<file path="src/dsm_pkg.sv">
// Operation
// - status word: ready, running, fault, line, alarm, network, reference, keypad stop, direction
// - one status word layout for both the simple and drive profiles
// - state changes on command or internal event; state decodable from status word
// - not-ready-to-switch-on is transient and never reported
// - disabled and ready states: output locked, no contactor, configuration accepted
// - ready to switched on only with power line supply present
// - switched on: line supply needed, contactor driven, stage ready, configuration and adjustments accepted
// - configuration write in switched on returns to switch-on disabled
// - operation enabled: output unlocked, motor powered, adjustments only
// - open loop with zero reference or halt: no motor power
// - auto-tuning runs only in operation enabled
// - enable operation needs valid channel and first reference when shared
// - disable operation, option 0: straight to switched on, motor coasts
// - disable operation, option 1: ramp down first, then switched on
// - quick stop: fast stop powered, no configuration, restart via disabled
// - quick stop option 2: fast ramp then automatic switch-on disabled
// - quick stop option 6: hold until disable voltage, keypad or freewheel stop
// - fault passes through transient reaction state, then locks in fault
package dsm_pkg;

  // ----------------------------------------
  // timing
  // ----------------------------------------
  localparam int unsigned CLK_PERIOD_NS = 25;
  localparam int unsigned INIT_TIME_NS  = 400;
  localparam int unsigned INIT_CYCLES   = (INIT_TIME_NS + CLK_PERIOD_NS - 1) / CLK_PERIOD_NS;
  localparam int unsigned INIT_CNT_W    = 5;

  // ----------------------------------------
  // status word fields
  // ----------------------------------------
  localparam int unsigned SW_BIT_ARMED   = 0;
  localparam int unsigned SW_BIT_READY   = 1;
  localparam int unsigned SW_BIT_RUN     = 2;
  localparam int unsigned SW_BIT_FAULT   = 3;
  localparam int unsigned SW_BIT_LINE    = 4;
  localparam int unsigned SW_BIT_ONE     = 5;
  localparam int unsigned SW_BIT_DISABLE = 6;
  localparam int unsigned SW_BIT_ALARM   = 7;
  localparam int unsigned SW_BIT_NET     = 9;
  localparam int unsigned SW_BIT_LIMIT   = 10;
  localparam int unsigned SW_BIT_REFOK   = 11;
  localparam int unsigned SW_BIT_KEYSTOP = 14;
  localparam int unsigned SW_BIT_DIR     = 15;
  localparam logic [15:0] SW_RESET       = 16'h0020;

  // ----------------------------------------
  // command word fields
  // ----------------------------------------
  localparam int unsigned CW_BIT_SWITCH_ON = 0;
  localparam int unsigned CW_BIT_VOLTAGE   = 1;
  localparam int unsigned CW_BIT_QSTOP_N   = 2;
  localparam int unsigned CW_BIT_ENABLE_OP = 3;
  localparam int unsigned CW_BIT_FRESET    = 7;
  localparam logic [15:0] CW_RESET         = 16'h0000;

  // ----------------------------------------
  // option codes
  // ----------------------------------------
  localparam logic       DISOP_COAST = 1'b0;
  localparam logic       DISOP_RAMP  = 1'b1;
  localparam logic [2:0] QSOPT_AUTO  = 3'h2;
  localparam logic [2:0] QSOPT_HOLD  = 3'h6;

  // ----------------------------------------
  // types
  // ----------------------------------------
  typedef enum logic [7:0] {
    DSM_NOT_READY   = 8'h01,
    DSM_SW_ON_DIS   = 8'h02,
    DSM_READY       = 8'h04,
    DSM_SWITCHED_ON = 8'h08,
    DSM_OP_ENABLED  = 8'h10,
    DSM_QUICK_STOP  = 8'h20,
    DSM_FAULT_REACT = 8'h40,
    DSM_FAULT       = 8'h80
  } dsm_state_t;

  typedef struct packed {
    logic shutdown;
    logic switch_on;
    logic enable_op;
    logic disable_voltage;
    logic quick_stop;
    logic fault_reset;
  } dsm_cmd_t;

  typedef struct packed {
    logic line_supply;
    logic alarm;
    logic net_control;
    logic ref_limit;
    logic ref_reached;
    logic keypad_stop;
    logic dir_reverse;
  } dsm_flags_t;

endpackage

</file>
<file path="src/dsm_cmd_decode.sv">
module dsm_cmd_decode (
  // clock and reset
  input  wire logic              clock,
  input  wire logic              rst_b,
  // command word from the master
  input  wire logic              cmd_load,
  input  wire logic [15:0]       cmd_word,
  // decoded commands
  output dsm_pkg::dsm_cmd_t      cmd
);
  import dsm_pkg::*;

  logic [15:0] word_q;
  logic        freset_prev_q;
  logic        sw_on;
  logic        volt;
  logic        qs_n;
  logic        en_op;

  // ----------------------------------------
  // latch: the word holds until rewritten
  // ----------------------------------------
  always_ff @(posedge clock or negedge rst_b) begin
    if (!rst_b) begin
      word_q <= CW_RESET;
    end else if (cmd_load) begin
      word_q <= cmd_word;
    end
  end

  // edge memory so a held bit 7 resets only once
  always_ff @(posedge clock or negedge rst_b) begin
    if (!rst_b) begin
      freset_prev_q <= 1'b0;
    end else begin
      freset_prev_q <= word_q[CW_BIT_FRESET];
    end
  end

  // ----------------------------------------
  // decode
  // ----------------------------------------
  assign sw_on = word_q[CW_BIT_SWITCH_ON];
  assign volt  = word_q[CW_BIT_VOLTAGE];
  assign qs_n  = word_q[CW_BIT_QSTOP_N];
  assign en_op = word_q[CW_BIT_ENABLE_OP];

  always_comb begin
    cmd.disable_voltage = !volt;
    cmd.quick_stop      = volt && !qs_n;
    cmd.shutdown        = volt && qs_n && !sw_on;
    cmd.switch_on       = volt && qs_n && sw_on && !en_op;
    cmd.enable_op       = volt && qs_n && sw_on && en_op;
    cmd.fault_reset     = word_q[CW_BIT_FRESET] && !freset_prev_q;
  end

endmodule

</file>
<file path="src/dsm_status_word.sv">
module dsm_status_word (
  // state and plant flags
  input  dsm_pkg::dsm_state_t    state,
  input  dsm_pkg::dsm_flags_t    flags,
  // assembled word
  output logic [15:0]            word
);
  import dsm_pkg::*;

  // ----------------------------------------
  // layout shared by both profiles
  // ----------------------------------------
  always_comb begin
    word = 16'h0000;
    word[SW_BIT_ONE]     = 1'b1;
    word[SW_BIT_LINE]    = flags.line_supply;
    word[SW_BIT_ALARM]   = flags.alarm;
    word[SW_BIT_NET]     = flags.net_control;
    word[SW_BIT_LIMIT]   = flags.ref_limit;
    word[SW_BIT_REFOK]   = flags.ref_reached;
    word[SW_BIT_KEYSTOP] = flags.keypad_stop;
    word[SW_BIT_DIR]     = flags.dir_reverse;
    // state code; init shows as disabled, never as itself
    unique case (state)
      DSM_NOT_READY,
      DSM_SW_ON_DIS: begin
        word[SW_BIT_DISABLE] = 1'b1;
      end
      DSM_READY: begin
        word[SW_BIT_ARMED] = 1'b1;
      end
      DSM_SWITCHED_ON: begin
        word[SW_BIT_ARMED] = 1'b1;
        word[SW_BIT_READY] = 1'b1;
      end
      DSM_OP_ENABLED: begin
        word[SW_BIT_ARMED] = 1'b1;
        word[SW_BIT_READY] = 1'b1;
        word[SW_BIT_RUN]   = 1'b1;
      end
      DSM_QUICK_STOP: begin
        word[SW_BIT_ARMED]   = 1'b1;
        word[SW_BIT_READY]   = 1'b1;
        word[SW_BIT_RUN]     = 1'b1;
        word[SW_BIT_DISABLE] = 1'b1;
      end
      DSM_FAULT_REACT: begin
        word[SW_BIT_ARMED] = 1'b1;
        word[SW_BIT_READY] = 1'b1;
        word[SW_BIT_RUN]   = 1'b1;
        word[SW_BIT_FAULT] = 1'b1;
      end
      DSM_FAULT: begin
        word[SW_BIT_FAULT] = 1'b1;
      end
      default: begin
        word[SW_BIT_FAULT] = 1'b1;
      end
    endcase
  end

endmodule

</file>
<file path="src/dsm_drive_state_machine.sv">
module dsm_drive_state_machine (
  // clock and reset
  input  wire logic               clock,
  input  wire logic               rst_b,
  // command word from the master
  input  wire logic               cmd_load,
  input  wire logic [15:0]        cmd_word,
  // command channel state
  input  wire logic               channel_valid,
  input  wire logic               ref_shared,
  input  wire logic               ref_received,
  // plant flags for the status word
  input  dsm_pkg::dsm_flags_t     flags,
  // internal events
  input  wire logic               fault_event,
  input  wire logic               fault_react_done,
  input  wire logic               speed_zero,
  input  wire logic               freewheel_stop,
  // open-loop conditions
  input  wire logic               open_loop,
  input  wire logic               reference_zero,
  input  wire logic               halt,
  // options and parameter access
  input  wire logic               disable_op_option,
  input  wire logic [2:0]         quickstop_option,
  input  wire logic               cfg_write,
  input  wire logic               adj_write,
  input  wire logic               autotune_request,
  // status
  output logic [15:0]             drive_state_word,
  output dsm_pkg::dsm_state_t     state,
  // power section control
  output logic                    output_unlocked,
  output logic                    motor_power,
  output logic                    contactor_drive,
  output logic                    power_stage_ready,
  output logic                    drive_func_active,
  // stop requests
  output logic                    ramp_stop,
  output logic                    fast_stop,
  output logic                    coast_stop,
  // parameter access answers
  output logic                    cfg_write_ok,
  output logic                    adj_write_ok,
  output logic                    autotune_start
);
  import dsm_pkg::*;

  dsm_state_t            state_q;
  dsm_state_t            state_d;
  dsm_cmd_t              cmd;
  logic [15:0]           word_d;
  logic [15:0]           drive_state_word_q;
  logic [INIT_CNT_W-1:0] init_cnt_q;
  logic                  init_done;
  logic                  op_allowed;
  logic                  disable_op;
  logic                  ramp_active;
  logic                  qs_leave;
  logic                  fault_entry;
  logic                  cfg_state;
  logic                  adj_state;

  // ----------------------------------------
  // command decode
  // ----------------------------------------
  dsm_cmd_decode u_decode (
    .clock    (clock),
    .rst_b    (rst_b),
    .cmd_load (cmd_load),
    .cmd_word (cmd_word),
    .cmd      (cmd)
  );

  // ----------------------------------------
  // initialization timer
  // ----------------------------------------
  always_ff @(posedge clock or negedge rst_b) begin
    if (!rst_b) begin
      init_cnt_q <= '0;
    end else if (state_q == DSM_NOT_READY && !init_done) begin
      init_cnt_q <= init_cnt_q + INIT_CNT_W'(1);
    end
  end

  assign init_done = (init_cnt_q == INIT_CNT_W'(INIT_CYCLES - 1));

  // ----------------------------------------
  // transition qualifiers
  // ----------------------------------------
  // first reference gates enable only when it shares the channel
  assign op_allowed  = channel_valid && (!ref_shared || ref_received);
  // same word as switch on, read as disable while running
  assign disable_op  = cmd.switch_on;
  assign ramp_active = (state_q == DSM_OP_ENABLED) && disable_op
                       && (disable_op_option == DISOP_RAMP);
  // any code other than hold behaves as auto return
  assign qs_leave    = cmd.disable_voltage || flags.keypad_stop || freewheel_stop
                       || (quickstop_option != QSOPT_HOLD && speed_zero);
  // init, reaction and fault itself ignore new fault events
  assign fault_entry = fault_event && (state_q != DSM_NOT_READY)
                       && (state_q != DSM_FAULT_REACT) && (state_q != DSM_FAULT);

  // ----------------------------------------
  // next state
  // ----------------------------------------
  always_comb begin
    state_d = state_q;
    if (fault_entry) begin
      state_d = DSM_FAULT_REACT;
    end else begin
      unique case (state_q)
        DSM_NOT_READY: begin
          if (init_done) begin
            state_d = DSM_SW_ON_DIS;
          end
        end
        DSM_SW_ON_DIS: begin
          if (cmd.shutdown) begin
            state_d = DSM_READY;
          end
        end
        DSM_READY: begin
          if (cmd.disable_voltage || cmd.quick_stop) begin
            state_d = DSM_SW_ON_DIS;
          end else if ((cmd.switch_on || cmd.enable_op) && flags.line_supply) begin
            state_d = DSM_SWITCHED_ON;
          end
        end
        DSM_SWITCHED_ON: begin
          if (cfg_write) begin
            state_d = DSM_SW_ON_DIS;
          end else if (cmd.disable_voltage || cmd.quick_stop) begin
            state_d = DSM_SW_ON_DIS;
          end else if (cmd.shutdown || !flags.line_supply) begin
            state_d = DSM_READY;
          end else if (cmd.enable_op && op_allowed) begin
            state_d = DSM_OP_ENABLED;
          end
        end
        DSM_OP_ENABLED: begin
          if (cmd.disable_voltage || freewheel_stop) begin
            state_d = DSM_SW_ON_DIS;
          end else if (cmd.quick_stop) begin
            state_d = DSM_QUICK_STOP;
          end else if (cmd.shutdown || !flags.line_supply) begin
            state_d = DSM_READY;
          end else if (disable_op && disable_op_option == DISOP_COAST) begin
            state_d = DSM_SWITCHED_ON;
          end else if (ramp_active && speed_zero) begin
            state_d = DSM_SWITCHED_ON;
          end
        end
        DSM_QUICK_STOP: begin
          // apart from a fault, only exit is switch-on disabled, so restart goes the long way
          if (qs_leave) begin
            state_d = DSM_SW_ON_DIS;
          end
        end
        DSM_FAULT_REACT: begin
          if (fault_react_done) begin
            state_d = DSM_FAULT;
          end
        end
        DSM_FAULT: begin
          if (cmd.fault_reset) begin
            state_d = DSM_SW_ON_DIS;
          end
        end
        default: begin
          state_d = DSM_NOT_READY;
        end
      endcase
    end
  end

  // ----------------------------------------
  // state and status registers
  // ----------------------------------------
  always_ff @(posedge clock or negedge rst_b) begin
    if (!rst_b) begin
      state_q <= DSM_NOT_READY;
    end else begin
      state_q <= state_d;
    end
  end

  // word built from the next state so both land on one edge
  dsm_status_word u_status (
    .state (state_d),
    .flags (flags),
    .word  (word_d)
  );

  always_ff @(posedge clock or negedge rst_b) begin
    if (!rst_b) begin
      drive_state_word_q <= SW_RESET;
    end else begin
      drive_state_word_q <= word_d;
    end
  end

  assign drive_state_word = drive_state_word_q;
  assign state            = state_q;

  // ----------------------------------------
  // power section control
  // ----------------------------------------
  // disabled and ready keep everything off
  always_comb begin
    output_unlocked   = 1'b0;
    motor_power       = 1'b0;
    contactor_drive   = 1'b0;
    power_stage_ready = 1'b0;
    drive_func_active = 1'b0;
    unique case (state_q)
      DSM_SWITCHED_ON: begin
        contactor_drive   = 1'b1;
        power_stage_ready = 1'b1;
      end
      DSM_OP_ENABLED: begin
        contactor_drive   = 1'b1;
        power_stage_ready = 1'b1;
        output_unlocked   = 1'b1;
        drive_func_active = 1'b1;
        motor_power       = !(open_loop && (reference_zero || halt));
      end
      DSM_QUICK_STOP: begin
        // powered only while the fast ramp is still running
        contactor_drive   = 1'b1;
        power_stage_ready = 1'b1;
        output_unlocked   = !speed_zero;
        motor_power       = !speed_zero;
      end
      default: begin
        output_unlocked = 1'b0;
      end
    endcase
  end

  // ----------------------------------------
  // stop requests
  // ----------------------------------------
  assign ramp_stop  = ramp_active;
  assign fast_stop  = (state_q == DSM_QUICK_STOP) && !speed_zero;
  // coast lasts one cycle: the state has moved on by the next edge
  assign coast_stop = (state_q == DSM_OP_ENABLED) && !fault_entry && !cmd.disable_voltage
                      && !cmd.quick_stop && !cmd.shutdown && disable_op
                      && disable_op_option == DISOP_COAST && !freewheel_stop
                      && flags.line_supply;

  // ----------------------------------------
  // parameter access
  // ----------------------------------------
  // switched on takes configuration too, but pays with a state drop
  assign cfg_state = (state_q == DSM_SW_ON_DIS) || (state_q == DSM_READY)
                     || (state_q == DSM_SWITCHED_ON) || (state_q == DSM_FAULT);
  assign adj_state = cfg_state || (state_q == DSM_OP_ENABLED);

  assign cfg_write_ok   = cfg_write && cfg_state;
  assign adj_write_ok   = adj_write && adj_state;
  // tuning drives current, so it needs an unlocked output
  assign autotune_start = autotune_request && (state_q == DSM_OP_ENABLED);

endmodule

</file>
<file path="config.mk">
export PLATFORM = sky130hd
export DESIGN_NAME = dsm_drive_state_machine
export DESIGN_NICKNAME = d
export VERILOG_FILES = /design/src/dsm_pkg.sv /design/src/dsm_cmd_decode.sv /design/src/dsm_status_word.sv /design/src/dsm_drive_state_machine.sv
export SDC_FILE = /design/constraint.sdc
export NUM_CORES = 1
export LEC_CHECK = 0
export ABC_CLOCK_PERIOD_IN_PS = 3700
export BUFFER_PORTS_ARGS = -buffer_cell sky130_fd_sc_hd__clkbuf_2
export CORE_MARGIN = 3
export CORE_UTILIZATION = 45
export DETAILED_ROUTE_END_ITERATION = 16
export PLACE_DENSITY = 0.79
export SLEW_MARGIN = 0
export SYNTH_ARGS = -nofsm -noshare
export SYNTH_HDL_FRONTEND = slang
export SYNTH_SLANG_ARGS = --single-unit
</file>
<file path="constraint.sdc">
create_clock -name clock -period 3.7 [get_ports clock]
set_clock_uncertainty 0.2 [all_clocks]
set_input_delay 0.925 -clock clock [delete_from_list [all_inputs] [get_ports clock]]
set_output_delay 0.925 -clock clock [all_outputs]
set_load 0.005 [all_outputs]
</file>
==> qor.json <==
{
  "avgViaCountPerCell": 5.31,
  "timing.slew.headroom_pct": 50.3,
  "port_buffers": 62,
  "final_max_slew_viol_count": 0,
  "ys_async_sr_fraction_pct": 100,
  "route.final.wire_length_um": 4330,
  "synthesis.area_per_instance_um2": 9.60,
  "fin_worst_hold_slack_ps": 215,
  "hp-class": "flip-flop to flip-flop",
  "synth-seq-area-share_pct": 43.5,
  "number_of_placement_rows": 22,
  "timing.max_cap.violations": 0,
  "clock_sinks": 31,
  "syn-cell-area_um2": 1790,
  "worstMarginPinSlew_ps": 745,
  "worst-endpoint-arrival_ps": 2440,
  "grt_setup_unrepaired": "false",
  "design.final.nets": 293,
  "r2r_setup_slack_ps": 990,
  "worstSetupStartpointType": "flip-flop",
  "cts-hold-fix-buffers": 0,
  "post_route_cells_drive_above_1_share_pct": 35.3,
  "firstDrtPassIters": 4,
  "fmax_mhz": 280,
  "grt.overflow.total": 0,
  "min_period_ps": 3570,
  "coreArea_um2": 3740,
  "tritoncts": "done",
  "detail_route.wl_per_cell_um": 14.6,
  "report.final.setup_viol": 0,
  "status": "complete, no violations",
  "yosys_warnings": 0,
  "first_global_vias": 1455,
  "hpwl_um": 3350,
  "netlist-cell-type-count": 55,
  "die_area_um2": 4760,
  "tritoncts_buffer_count": 5,
  "start_util_pct": 47.7,
  "die_h_um": 69.0,
  "edff_count_synth": 0,
  "max-vdd-ir-drop_uv": 368,
  "placement.setup.worst_slack_ps": 342,
  "final_core_utilization_pct": 59.7,
  "diodes": 0,
  "postSynthCellCount": 186,
  "clkSlewWorstSetupHoldPaths_ps": 70,
  "static-leakage-power_nw": 1.10,
  "h-tree-depth": 2,
  "postLayoutSetupSlackWorst_ps": 134,
  "power.density_nw_per_um2": 566,
  "die_width_um": 69.0,
  "timing.critical_path.to_type": "output pin",
  "root_buffer": "sky130_fd_sc_hd__clkbuf_8",
  "clk_latency_ps": 290,
  "nFillCells": 353,
  "setup-tns-final_ps": 0,
  "path_class": "flip-flop to output pin",
  "antenna_found_initial": 0,
  "flow.area_growth_from_synthesis_pct": 25.1,
  "grt_max_degree": 32,
  "vias_after_detailed_routing": 1578,
  "gr-usage-all-layers_pct": 19.6,
  "number_of_hold_violations_in_the_final_report": 0,
  "ant_nets": 0,
  "critPathMaxFanout": 7,
  "drtIter0Drc": 37,
  "period_share_pct": 96.4,
  "globalplace.congestion": 0.896,
  "route.detailed.drc": 0,
  "dominantRegCellSynth": "sky130_fd_sc_hd__dfrtp_1",
  "setup_fix_bufs_post_cts": 0,
  "design.portCount": 78,
  "yosys_register_bits": 31,
  "clock_path_buffers": 2,
  "global_route_wire_length_before_repair_um": 6800,
  "critical_path_required_ps": 2570
}
[final timing paths]
kind                               startpoint                      to  cells past startpoint
hold / removal             u_decode.word_q[7]  u_decode.freset_prev_q                      0
max in group asynchronous               rst_b  u_decode.freset_prev_q                      1
setup reg to reg                     state[5]     drive_state_word[0]                      6
setup / recovery                     state[5]              coast_stop                      6
min in group asynchronous               rst_b     drive_state_word[6]                      1
hold reg to reg            u_decode.word_q[7]  u_decode.freset_prev_q                      0
[kinds of logic (layout without fill, tap and decap cells)]
family	count (synthesis)	in the layout	synth area share, %
xor gates and xnor gates	6	6	2.94
and+or+nand+nor	81	81	26.1
muxes	4	4	2.52
DFF	31	31	43.5
AOI/OAI and AO/OA	39	39	16.8
adders and majority gates	2	2	1.40
buffers and inverters	21	82	6.31
other	2	4	0.421
[critical path, cell delays in order, from the launching register on]
cell	delay, ps
sky130_fd_sc_hd__dfrtp_1	470
sky130_fd_sc_hd__or4_4	570
sky130_fd_sc_hd__or3_4	400
sky130_fd_sc_hd__o2bb2ai_2	220
sky130_fd_sc_hd__or2_2	220
sky130_fd_sc_hd__nor2b_1	140
sky130_fd_sc_hd__clkbuf_2	120
[cell type report]
class | count | area (um2) | share of cell area (%)
flip-flops and latches | 31 | 777 | 34.8
inverters | 8 | 30.0 | 1.34
well taps | 48 | 60.1 | 2.69
clock inverters | 2 | 35.0 | 1.57
clock buffers | 6 | 82.6 | 3.70
multi-input cells | 136 | 908 | 40.7
repair buffers | 66 | 340 | 15.2
[state kept, by name, indices dropped and copies added, names as in the netlist]
name                    count
u_decode.word_q             5
init_cnt_q                  5
drive_state_word           12
u_decode.freset_prev_q      1
state                       8
[repair_timing]
action                                  4_1_cts  5_1_grt
gates resized for setup                       0        1
endpoints found under the setup margin        0        1
hold endpoints to repair                      0        0
[routing by layer]
metal	up-vias	global-route usage, %	share of wire, %
met1	725	24.7	43
met2	61	31.1	47
li1	781	-	-
met5	-	0	0
met4	0	9.73	3.0
met3	11	4.70	7.2
[through the flow]
step                total power, mW  instance area, um2  cells
floorplan                     0.788                1790    188
global placement              0.905                2110    289
detailed placement            0.920                2110    289
CTS                            1.27                2230    297
global route                   1.34                2230    297
finish                         1.26                2230    297
[layout by cell type (no fill, tap or decap), types with 2 or more instances in the layout]
cell and count:
sky130_fd_sc_hd__a21oi_1 6, sky130_fd_sc_hd__o22a_1 2, sky130_fd_sc_hd__and2_1 4, sky130_fd_sc_hd__ha_1 2, sky130_fd_sc_hd__nand4_1 4, sky130_fd_sc_hd__nor4_1 2, sky130_fd_sc_hd__nor2b_1 5, sky130_fd_sc_hd__nand2_1 16
sky130_fd_sc_hd__or3_1 3, sky130_fd_sc_hd__o22ai_1 2, sky130_fd_sc_hd__xnor2_1 4, sky130_fd_sc_hd__inv_1 8, sky130_fd_sc_hd__or2_2 2, sky130_fd_sc_hd__mux2_2 4, sky130_fd_sc_hd__a21o_1 2, sky130_fd_sc_hd__o21ai_0 9
sky130_fd_sc_hd__nor2_1 11, sky130_fd_sc_hd__nor3_1 6, sky130_fd_sc_hd__nor4b_1 2, sky130_fd_sc_hd__xor2_1 2, sky130_fd_sc_hd__nand3_1 4, sky130_fd_sc_hd__and3_1 4, sky130_fd_sc_hd__clkbuf_2 62, sky130_fd_sc_hd__buf_4 4
sky130_fd_sc_hd__nand2b_1 6, sky130_fd_sc_hd__conb_1 4, sky130_fd_sc_hd__clkbuf_8 6, sky130_fd_sc_hd__dfrtp_1 30, sky130_fd_sc_hd__o31ai_1 2, sky130_fd_sc_hd__nand4b_1 3
[cell usage after synthesis, types with 3 or more instances]
| library cell | count | area [um2] |
|---|---|---|
| sky130_fd_sc_hd__and2_1 | 4 | 25.0 |
| sky130_fd_sc_hd__nand2_1 | 16 | 60.1 |
| sky130_fd_sc_hd__and3_1 | 4 | 25.0 |
| sky130_fd_sc_hd__inv_1 | 8 | 30.0 |
| sky130_fd_sc_hd__or3_1 | 4 | 25.0 |
| sky130_fd_sc_hd__nand4_1 | 4 | 25.0 |
| sky130_fd_sc_hd__nand2b_1 | 6 | 37.5 |
| sky130_fd_sc_hd__nor2b_1 | 5 | 31.3 |
| sky130_fd_sc_hd__a21oi_1 | 6 | 30.0 |
| sky130_fd_sc_hd__buf_4 | 5 | 37.5 |
| sky130_fd_sc_hd__nand3_1 | 4 | 20.0 |
| sky130_fd_sc_hd__nand4b_1 | 3 | 26.3 |
| sky130_fd_sc_hd__mux2_2 | 4 | 45.0 |
| sky130_fd_sc_hd__clkbuf_1 | 6 | 22.5 |
| sky130_fd_sc_hd__dfrtp_1 | 30 | 751 |
| sky130_fd_sc_hd__nor2_1 | 11 | 41.3 |
| sky130_fd_sc_hd__nor3_1 | 6 | 30.0 |
| sky130_fd_sc_hd__xnor2_1 | 4 | 35.0 |
| sky130_fd_sc_hd__o21ai_0 | 9 | 45.0 |
[power breakdown]
part           internal [mW]  total, mW  switching, mW
Sequential             0.423      0.489         0.0665
Combinational          0.199      0.428          0.229
Clock                  0.218      0.348          0.130
Total                  0.839       1.26          0.426
No activity file was read; power rests on OpenSTA's default activity.
